<file path="config.mk">
export PLATFORM = sky130hd
export DESIGN_NAME = gdts_serializer_top
export DESIGN_NICKNAME = d
export VERILOG_FILES = /design/src/rtl/gdts_pkg.sv /design/src/rtl/gdts_edge_clock_divider.sv /design/src/rtl/gdts_serializer_top.sv
export SDC_FILE = /design/constraint.sdc
export NUM_CORES = 1
export LEC_CHECK = 0
export ABC_AREA = 1
export ABC_CLOCK_PERIOD_IN_PS = 2700
export BUFFER_PORTS_ARGS = -buffer_cell sky130_fd_sc_hd__buf_2
export CORE_MARGIN = 4
export CORE_UTILIZATION = 45
export DETAILED_ROUTE_END_ITERATION = 7
export MAX_ROUTING_LAYER = met4
export SYNTH_ARGS = -nofsm -noshare
export SYNTH_HDL_FRONTEND = slang
export SYNTH_HIERARCHICAL = 1
export SYNTH_SLANG_ARGS = --single-unit
export TNS_END_PERCENT = 10
</file>
<file path="constraint.sdc">
create_clock -name core_clk_i -period 2.7 [get_ports core_clk_i]
set_input_delay 0.54 -clock core_clk_i [delete_from_list [all_inputs] [get_ports core_clk_i]]
set_output_delay 0.54 -clock core_clk_i [all_outputs]
set_load 0.005 [all_outputs]
</file>
<file path="src/rtl/gdts_pkg.sv">
// Shared constants, modes and carrier types of the geared DDR transmit serializer.
package gdts_pkg;

  // ----------------------------------------------------------------------------
  // Widths and lane count
  // ----------------------------------------------------------------------------
  localparam int LANES = 4;              // Data lanes driven from one shared gearing.
  localparam int WORD_W = 7;             // Widest parallel word (seven-to-one mode).
  localparam int BUF_W = 8;              // Leftover bits plus one fresh word fit here.
  localparam int CNT_W = 4;              // Width of the fill counter.
  localparam int WIDE_W = 2 * BUF_W;     // Scratch width while merging a fresh word.
  localparam int TIMER_W = 8;            // Width of the startup phase timer.

  // ----------------------------------------------------------------------------
  // Gearing figures
  // ----------------------------------------------------------------------------
  localparam logic [CNT_W-1:0] BITS_7TO1 = 4'h7;   // Bits per word, seven-to-one.
  localparam logic [CNT_W-1:0] BITS_4TO1 = 4'h4;   // Bits per word, four-to-one.
  localparam logic [CNT_W-1:0] BITS_1TO1 = 4'h1;   // Bits per word, one-to-one.
  localparam logic [CNT_W-1:0] BITS_PER_EDGE = 4'h2; // Bits sent per fast cycle (both edges).
  localparam logic [CNT_W-1:0] FILL_EMPTY = 4'h0;  // Fill value after reset.

  // Forwarded clock patterns, sent least significant bit first.
  localparam logic [WORD_W-1:0] CLK_PAT_7TO1 = 7'h63;  // Two high, three low, two high.
  localparam logic [WORD_W-1:0] CLK_PAT_4TO1 = 7'h05;  // One, zero, one, zero.
  localparam logic CLK_RISE_1TO1 = 1'h1;                // Plain clock in one-to-one mode.
  localparam logic CLK_FALL_1TO1 = 1'h0;

  // ----------------------------------------------------------------------------
  // Startup timing
  // ----------------------------------------------------------------------------
  localparam int CLK_PERIOD_NS = 20;     // Core clock at 50 MHz.
  localparam int SETTLE_NS = 60;         // Least hold time of each startup phase.
  localparam logic [TIMER_W-1:0] SETTLE_CYC =
    TIMER_W'((SETTLE_NS + CLK_PERIOD_NS - 1) / CLK_PERIOD_NS);
  localparam logic [TIMER_W-1:0] TIMER_ZERO = 8'h00;
  localparam logic [TIMER_W-1:0] TIMER_STEP = 8'h01;

  // ----------------------------------------------------------------------------
  // Modes, states and carriers
  // ----------------------------------------------------------------------------
  typedef enum logic [1:0] {
    MODE_7TO1 = 2'b00,                   // Display-style LVDS, aligned clock.
    MODE_4TO1 = 2'b01,                   // D-PHY style, centred clock.
    MODE_1TO1 = 2'b10                    // Primary clock only, no divider.
  } gdts_mode_e;

  typedef enum logic [2:0] {
    ST_WAIT_LOCK = 3'b000,               // Waiting for a locked fast clock source.
    ST_STOP = 3'b001,                    // Edge clock stopped before reset.
    ST_RESET = 3'b010,                   // Divider and serializers in reset.
    ST_RELEASE = 3'b011,                 // Reset released, clock still stopped.
    ST_READY = 3'b100                    // Streaming.
  } gdts_state_e;

  typedef logic [WORD_W-1:0] gdts_word_t;

  typedef struct packed {
    gdts_mode_e mode;                    // Gearing ratio.
    logic stop_en;                       // Clock alignment by stop is enabled.
    logic centred;                       // Clock lane on its own shifted edge clock, in four-to-one mode only.
  } gdts_cfg_s;

  typedef struct packed {
    logic fall;                          // Bit sent on the falling fast edge.
    logic rise;                          // Bit sent on the rising fast edge.
  } gdts_pair_s;

endpackage : gdts_pkg

</file>
<file path="src/rtl/gdts_edge_clock_divider.sv">
// Shared edge clock divider: paces word loads for all serializer lanes.
`timescale 1ns/10ps
`default_nettype none
module gdts_edge_clock_divider (
  input wire logic core_clk_i,
  input wire logic reset_n_i,
  input wire logic run_i,
  input wire logic ratio_one_i,
  input wire logic [gdts_pkg::CNT_W-1:0] bits_per_word_i,
  output logic take_o,
  output logic take_next_o,
  output logic [gdts_pkg::CNT_W-1:0] fill_o
);

  // ----------------------------------------------------------------------------
  // State
  // ----------------------------------------------------------------------------
  typedef struct packed {
    logic [gdts_pkg::CNT_W-1:0] fill;    // Bits still waiting in every lane buffer.
  } gdts_div_state_s;

  gdts_div_state_s state_reg;
  gdts_div_state_s state_next;

  // A word is loaded whenever fewer bits remain than one fast cycle sends.
  // In one-to-one mode the divider is bypassed and a word is taken each cycle.
  assign take_o = run_i & (ratio_one_i | (state_reg.fill < gdts_pkg::BITS_PER_EDGE));
  assign fill_o = state_reg.fill;
  assign take_next_o = ratio_one_i | (state_next.fill < gdts_pkg::BITS_PER_EDGE);

  // Next fill: add a word when taken, drain two bits every fast cycle.
  always_comb begin
    state_next = state_reg;
    if (!run_i || ratio_one_i) begin
      // Held empty out of streaming so the word boundary restarts cleanly.
      state_next.fill = gdts_pkg::FILL_EMPTY;
    end else if (take_o) begin
      state_next.fill = state_reg.fill + bits_per_word_i - gdts_pkg::BITS_PER_EDGE;
    end else begin
      state_next.fill = state_reg.fill - gdts_pkg::BITS_PER_EDGE;
    end
  end

  // Register the divider state.
  always_ff @(posedge core_clk_i or negedge reset_n_i) begin
    if (!reset_n_i) begin
      state_reg <= '0;
    end else begin
      state_reg <= state_next;
    end
  end

endmodule : gdts_edge_clock_divider
`default_nettype wire

</file>
<file path="src/rtl/gdts_serializer_top.sv">
// Geared DDR transmit serializer: startup sequencing, shared divider and lane serializers.
`timescale 1ns/10ps
`default_nettype none
module gdts_serializer_top (
  input wire logic core_clk_i,
  input wire logic reset_n_i,
  input wire gdts_pkg::gdts_cfg_s cfg_i,
  input wire logic lock_i,
  input wire gdts_pkg::gdts_word_t [gdts_pkg::LANES-1:0] word_i,
  output gdts_pkg::gdts_pair_s [gdts_pkg::LANES-1:0] lane_o,
  output gdts_pkg::gdts_pair_s clk_lane_o,
  output logic word_take_o,
  output logic edge_stop_o,
  output logic sync_reset_o,
  output logic clk_shift_en_o,
  output logic ready_o
);

  // ----------------------------------------------------------------------------
  // State of the whole block
  // ----------------------------------------------------------------------------
  // One record holds every flip-flop but the divider's, so reset
  // and clocking are written once for all.
  typedef struct packed {
    gdts_pkg::gdts_state_e fsm;                           // Startup sequencer state.
    logic [gdts_pkg::TIMER_W-1:0] timer;                  // Cycles spent in the phase.
    logic [gdts_pkg::LANES-1:0][gdts_pkg::BUF_W-1:0] bufs; // Leftover bits per data lane.
    logic [gdts_pkg::BUF_W-1:0] clk_buf;                  // Leftover bits of the clock lane.
    gdts_pkg::gdts_pair_s [gdts_pkg::LANES-1:0] lanes;    // Registered data edge pairs.
    gdts_pkg::gdts_pair_s clk_pair;                       // Registered clock edge pair.
    logic take;                                           // Word is sampled at next edge.
    logic stop;                                           // Edge clock stop request.
    logic sreset;                                         // Divider and serializer reset.
    logic shift_en;                                       // Clock lane uses shifted edge clock.
    logic ready;                                          // Transmitter may send.
  } gdts_top_state_s;

  gdts_top_state_s state_reg;
  gdts_top_state_s state_next;

  // Divider handshake wires.
  logic run;                                              // Streaming in this cycle.
  logic ratio_one;                                        // One-to-one gearing selected.
  logic [gdts_pkg::CNT_W-1:0] bits_per_word;              // Word size of the current mode.
  gdts_pkg::gdts_word_t clk_pattern;                      // Clock lane word of the mode.
  logic div_take;                                         // Load a word this cycle.
  logic div_take_next;                                    // Load a word next cycle.
  logic [gdts_pkg::CNT_W-1:0] div_fill;                   // Bits left in every buffer.
  gdts_pkg::gdts_word_t word_mask; // Live bits of a word in this mode.

  // ----------------------------------------------------------------------------
  // Merge one lane: add a fresh word above the leftovers, send the two lowest
  // ----------------------------------------------------------------------------
  // Returns {next buffer, fall bit, rise bit}. The same merge serves the data
  // lanes and the clock lane, which is what keeps the two in step.
  // The buffer holds at most one word plus one
  // leftover bit, so the scratch never overflows.
  function automatic logic [gdts_pkg::BUF_W+1:0] gdts_shift_step(
    input logic [gdts_pkg::BUF_W-1:0] buf_v,
    input gdts_pkg::gdts_word_t word,
    input logic [gdts_pkg::CNT_W-1:0] fill,
    input logic take,
    input logic one
  );
    logic [gdts_pkg::WIDE_W-1:0] wide;

    // Start from the leftovers alone.
    wide = gdts_pkg::WIDE_W'(buf_v);
    if (take) begin
      wide = wide | (gdts_pkg::WIDE_W'(word) << fill);
    end
    if (one) begin
      wide = {{(gdts_pkg::WIDE_W-2){1'b0}}, word[0], word[0]};
    end
    // Two low bits leave, the rest is kept.
    return wide[gdts_pkg::BUF_W+1:0];
  endfunction

  // ----------------------------------------------------------------------------
  // Mode decode
  // ----------------------------------------------------------------------------
  // Word size and clock lane pattern follow the gearing ratio.
  // Defaults keep the decode free of latches.
  always_comb begin
    bits_per_word = gdts_pkg::BITS_7TO1;
    clk_pattern = gdts_pkg::CLK_PAT_7TO1;
    ratio_one = 1'b0;
    case (cfg_i.mode)
      gdts_pkg::MODE_7TO1: begin
        bits_per_word = gdts_pkg::BITS_7TO1;
        clk_pattern = gdts_pkg::CLK_PAT_7TO1;
      end

      gdts_pkg::MODE_4TO1: begin
        bits_per_word = gdts_pkg::BITS_4TO1;
        // Clock lane toggles every bit.
        clk_pattern = gdts_pkg::CLK_PAT_4TO1;
      end

      gdts_pkg::MODE_1TO1: begin
        bits_per_word = gdts_pkg::BITS_1TO1;
        ratio_one = 1'b1;
      end

      default: begin
        // Unused code falls back to seven-to-one rather than stalling the link.
        bits_per_word = gdts_pkg::BITS_7TO1;
      end
    endcase
  end

  // Streaming once startup has finished.
  assign run = (state_reg.fsm == gdts_pkg::ST_READY);

  // Fresh words are ORed onto leftovers, so
  // bits above the word size must be cleared.
  assign word_mask = ~(gdts_pkg::gdts_word_t'('1) << bits_per_word);

  // ----------------------------------------------------------------------------
  // Shared divider
  // ----------------------------------------------------------------------------
  // All lanes follow this single fill count,
  // which keeps their word boundaries together.
  // slow pace from fast clock
  gdts_edge_clock_divider u_divider (
    .core_clk_i(core_clk_i),
    .reset_n_i(reset_n_i),
    .run_i(run),
    .ratio_one_i(ratio_one),
    .bits_per_word_i(bits_per_word),
    .take_o(div_take),
    .take_next_o(div_take_next),
    .fill_o(div_fill)
  );

  // ----------------------------------------------------------------------------
  // Next state: startup sequencer and serializers
  // ----------------------------------------------------------------------------
  // The timer restarts at each phase change,
  // so a phase lasts the settle count plus one.
  always_comb begin
    logic [gdts_pkg::BUF_W+1:0] step;
    step = '0;
    // Hold every field unless told otherwise.
    state_next = state_reg;
    state_next.timer = state_reg.timer + gdts_pkg::TIMER_STEP;

    case (state_reg.fsm)
      gdts_pkg::ST_WAIT_LOCK: begin
        // Nothing moves until the fast clock source has locked.
        state_next.timer = gdts_pkg::TIMER_ZERO;
        if (lock_i) begin
          state_next.fsm = gdts_pkg::ST_STOP;
        end
      end

      gdts_pkg::ST_STOP: begin
        // Clock is stopped first so the reset edge lands on a quiet tree.
        if (state_reg.timer >= gdts_pkg::SETTLE_CYC) begin
          // Settled: move on to reset.
          state_next.fsm = gdts_pkg::ST_RESET;
          state_next.timer = gdts_pkg::TIMER_ZERO;
        end
      end

      gdts_pkg::ST_RESET: begin
        // Divider and serializers held in reset.
        if (state_reg.timer >= gdts_pkg::SETTLE_CYC) begin
          state_next.fsm = gdts_pkg::ST_RELEASE;
          state_next.timer = gdts_pkg::TIMER_ZERO;
        end
      end

      gdts_pkg::ST_RELEASE: begin
        // Reset is gone everywhere before the clock restarts, so skew between
        // the two cannot shift the word boundary of one lane against another.
        if (state_reg.timer >= gdts_pkg::SETTLE_CYC) begin
          state_next.fsm = gdts_pkg::ST_READY;
          state_next.timer = gdts_pkg::TIMER_ZERO;
        end
      end

      gdts_pkg::ST_READY: begin
        // Streaming; the timer rests at zero.
        state_next.timer = gdts_pkg::TIMER_ZERO;
      end

      default: begin
        // Illegal codes restart the sequence.
        state_next.fsm = gdts_pkg::ST_WAIT_LOCK;
        state_next.timer = gdts_pkg::TIMER_ZERO;
      end
    endcase

    // Losing lock restarts the whole sequence; a stale boundary is worse than a gap.
    if (!lock_i) begin
      state_next.fsm = gdts_pkg::ST_WAIT_LOCK;
      state_next.timer = gdts_pkg::TIMER_ZERO;
    end

    // Stop covers stop, reset and release.
    // stop only when enabled
    state_next.stop = cfg_i.stop_en &&
                      ((state_next.fsm == gdts_pkg::ST_STOP) ||
                       (state_next.fsm == gdts_pkg::ST_RESET) ||
                       (state_next.fsm == gdts_pkg::ST_RELEASE));
    // Reset is held only in its own phase.
    state_next.sreset = (state_next.fsm == gdts_pkg::ST_RESET);
    state_next.ready = (state_next.fsm == gdts_pkg::ST_READY);

    // aligned uses one clock
    // The shifted clock itself is made outside.
    state_next.shift_en = cfg_i.centred && (cfg_i.mode == gdts_pkg::MODE_4TO1);

    // Tell the source one cycle ahead that its word is sampled at the next edge.
    state_next.take = state_next.ready & div_take_next;

    // Lanes only move while streaming.
    if (run) begin
      for (int i = 0; i < gdts_pkg::LANES; i++) begin
        step = gdts_shift_step(state_reg.bufs[i], word_i[i] & word_mask, div_fill, div_take, ratio_one);
        state_next.bufs[i] = step[gdts_pkg::BUF_W+1:2];
        state_next.lanes[i].rise = step[0];
        state_next.lanes[i].fall = step[1];
      end

      if (ratio_one) begin
        // One-to-one sends a plain clock.
        state_next.clk_buf = '0;
        state_next.clk_pair.rise = gdts_pkg::CLK_RISE_1TO1;
        state_next.clk_pair.fall = gdts_pkg::CLK_FALL_1TO1;
      end else begin
        step = gdts_shift_step(state_reg.clk_buf, clk_pattern, div_fill, div_take, 1'b0);
        state_next.clk_buf = step[gdts_pkg::BUF_W+1:2];
        state_next.clk_pair.rise = step[0];
        state_next.clk_pair.fall = step[1];
      end
    end else begin
      // Idle lanes sit low and empty so the first word starts at bit zero.
      state_next.bufs = '0;
      state_next.clk_buf = '0;
      state_next.lanes = '0;
      state_next.clk_pair = '0;
    end
  end

  // ----------------------------------------------------------------------------
  // Register everything
  // ----------------------------------------------------------------------------
  // Asynchronous reset clears the whole record.
  // outputs from dedicated clock
  always_ff @(posedge core_clk_i or negedge reset_n_i) begin
    if (!reset_n_i) begin
      state_reg <= '0;
    end else begin
      state_reg <= state_next;
    end
  end

  // Every output is a flip-flop of the state record.
  assign lane_o = state_reg.lanes;
  assign clk_lane_o = state_reg.clk_pair;
  assign word_take_o = state_reg.take;
  assign edge_stop_o = state_reg.stop;
  assign sync_reset_o = state_reg.sreset;
  assign clk_shift_en_o = state_reg.shift_en;
  assign ready_o = state_reg.ready;

endmodule : gdts_serializer_top
`default_nettype wire

</file>
==> metrics.md <==
| Metric | Value |
|---|---|
| Post-layout nets | `just under 700` |
| Final Hold Viols | `0` |
| Most numerous cell in the Yosys netlist | `nand2_1` |
| Sum Neg Setup Slack | `0 ns` |
| Diodes inserted | `0` |
| FF-to-FF End | `word_take_o` |
| Sequential area share after synthesis | `between 30% and 40%` |
| CTS clock-pin slew for the worst setup and hold paths | `~0.09 ns` |
| P_leak | `between 2 and 3 nW` |
| Row count | `35` |
| Met3 WL | `about 790 um` |
| Cell area after layout | `~5000 um^2` |
| First-pass DRT Iterations | `5` |
| #FFs+latches synth | `70` |
| Post-CTS Setup Bufs | `0` |
| Core Box Area | `9370 um^2` |
| Final Util | `between 50% and 60%` |
| Global-route wire length before repair | `19500 um` |
| P&R area growth vs syn | `11.0%` |
| Area post-placement | `4710 um^2` |
| Max-slew violations | `0` |
| Final ANT Viol Nets | `0` |
| Buf/Inv on CP | `6` |
| Wl on met1 | `approximately 5400 um` |
| Die Y-Extent | `~110 um` |
| Post-synth EDFFs | `0` |
| Post-synth cell types | `39` |
| P per Cell Area | `~440 nW/um^2` |
| Synth cell count leaders | `nand2_1 (130), nand3_1 (92), dfrtp_1 (70), inv_1 (58), a21oi_1 (51)` |
| YS warnings | `6` |
| Starting density of the core | `47.1%` |
| Arrival time worst endpoint | `~2.6 ns` |
| Register-to-Register Setup Slack | `0.59 ns` |
| Hold buffer count at CTS | `0` |
| Crit Path Class | `input port to flop` |
| Worst slew pin tran | `approximately 0.56 ns` |
| Largest net degree at the start of global routing | `42` |
| HP Class | `input port to async pin` |
| Post-synth top flop | `dfrtp_1` |
| RSZ-0062 raised after global routing | `no` |
| Crit path launch type | `input port` |
| Post-route DRC | `0` |
| GPL Wtd Cong | `0.884` |
| Top sig layer | `met4` |
| DR WL/cell | `between 15 and 20 um` |
| Post-route clock period utilization | `86.6%` |
| CP peak stage delay | `0.38 ns` |
| Wirelength, routed | `11600 um` |
| Vias per inst | `around 5.3` |
| Share of cells above drive strength 1 | `about 18%` |
| Global Route Usage Sum | `between 20 and 25%` |
| Largest cells by area after synthesis | `dfrtp_1 (40%), nand2_1 (11%), nand3_1 (10%)` |
| Status | `finished, final reports clean` |
| Slew HR | `~63%` |
| CP max stage cell | `fa_1` |
| Synth Cell Area | `~4400 um^2` |
| Clock skew | `between 0.01 and 0.015 ns` |
| Number of max-cap violations | `0` |
| FF-to-FF path depth | `15` |
| Max reg flops | `a little over 50` |
| Worst Path Max Fanout | `3` |
| Vias in the first global route | `slightly below 4000` |
| Syn Inst Count | `between 500 and 600` |
| CTS tree | `done` |
| IO Port Bufs | `49` |
| Peak supply drop | `0.000378 V` |
| Initial antenna violation count | `0` |
| # setup viols final | `0` |
| # H-tree levels | `3` |
| Clock tree buffer depth | `2` |
| Crit path time final | `roughly 2.3 ns` |
| Critical Path End Type | `flop` |
| 1st-iter DRT viols | `between 200 and 300` |
| Final hold slack | `0.143 ns` |
| Worst reg2reg startpoint | `u_divider/fill_o[1]` |
| CP most frequent cell | `inv_1` |
| Vias | `a little over 4000` |
| Post-synth top area share | `just under 40%` |
| Met2 WL | `~5200 um` |
| Crit path cell chain | `buf_2 -> inv_1 -> ha_1 -> inv_1 -> ha_1 -> inv_1 -> ha_1 -> fa_1 -> inv_1 -> nand2_1 -> nand2_1 -> inv_1 -> nand2_1 -> nand2_1 -> nor2_2 -> nor2_2 -> nor2_1 -> a21boi_0` |
| Ys async rst share | `100%` |
| Clock root cell | `clkbuf_8` |
| Family with the most delay on the worst path | `adder cells` |
| Io pins | `50` |
| Num CTS Buffers | `9` |
| F_max | `between 400 and 500 MHz` |
| Number of clock sinks | `70` |
| Required time of the critical path | `approximately 3.0 ns` |
| Synth area leader | `dfrtp_1` |
| Pwr Total | `approximately 2.2 mW` |
| DP HPWL | `around 8000 um` |
| Post-cts resize count | `0` |
| Clk_lat worst skew | `around 0.36 ns` |
| Die Span X | `between 100 and 150 um` |
| Grt ovf | `0` |
| Avg Cell Area, Syn | `~7.6 um^2` |
| Die area | `11500 um^2` |
per-stage QoR:
step	setup WS, ns	std cells
2_1_floorplan	0.141	590
3_3_place_gp	0.0589	750
3_5_place_dp	-0.00318	750
4_1_cts	0.360	766
5_1_grt	0.199	766
6_report	0.363	766
worst reg2reg max path: cells and delay by family, from the launching register on:
kind / cells / cell delay [ns]
AO/OA/AOI/OAI: 1 / 0.17
buffers and inverters: 4 / 0.24
adder cells (fa/ha/maj): 3 / 0.86
flip-flops: 1 / 0.35
AND/OR/NAND/NOR: 7 / 0.42
power breakdown:
| part | switching, mW | total, mW | internal, mW | leakage, nW |
|---|---|---|---|---|
| registers | 0.00654 | 1.07 | 1.06 | 0.959 |
| logic | 0.193 | 0.289 | 0.0958 | 1.49 |
| clock network | 0.461 | 0.815 | 0.354 | 0.0903 |
| total | 0.660 | 2.17 | 1.51 | 2.54 |
cells by family after synthesis:
family | after synthesis | synth area share, %
AO/OA/AOI/OAI | 95 | 11.9
flip-flops | 70 | 39.7
other | 1 | 0.0850
AND/OR/NAND/NOR | 299 | 31.4
XOR/XNOR | 1 | 0.199
buffers and inverters | 103 | 12.5
adder cells (fa/ha/maj) | 14 | 4.14
cells in the final DEF (no fill, tap or decap), drive strengths merged:
| master | n |
|---|---|
| a211oi | 3 |
| a21boi | 5 |
| a21oi | 53 |
| a31oi | 9 |
| and3 | 1 |
| buf | 69 |
| clkbuf | 9 |
| clkinv | 1 |
| clkinvlp | 2 |
| conb | 8 |
| dfrtp | 70 |
| fa | 1 |
| ha | 13 |
| inv | 69 |
| nand2 | 140 |
| nand3 | 96 |
| nand3b | 5 |
| nor2 | 54 |
| nor3 | 3 |
| o211ai | 2 |
| o21a | 3 |
| o21ai | 20 |
| xnor2 | 1 |
cell type report:
type / instances / area, um^2
fillers: 956 / 4470
multi-input cells: 417 / 2130
flip-flops and latches: 70 / 1750
repair buffers: 69 / 395
inverters: 65 / 269
well taps: 129 / 161
clock buffers: 9 / 124
clock inverters: 7 / 63.8
layer usage:
layer / GRT usage [%] / vias up
met2: 33.3 / 148
met1: 30.9 / 1903
met4: 6.94 / 0
li1: - / 1980
met5: - / -
met3: 4.09 / 17
worst max path at each step:
stage                  start  slack (ns)           to  depth (start not counted)
floorplan           cfg_i[2]        0.14  word_take_o                         19
global placement    cfg_i[2]        0.06  word_take_o                         18
detailed placement  cfg_i[2]      -0.003  word_take_o                         18
CTS                 cfg_i[2]        0.36  word_take_o                         18
global route        cfg_i[2]        0.20  word_take_o                         18
finish              cfg_i[2]        0.36  word_take_o                         18
Note: power is estimated with default switching activity, not from simulation.
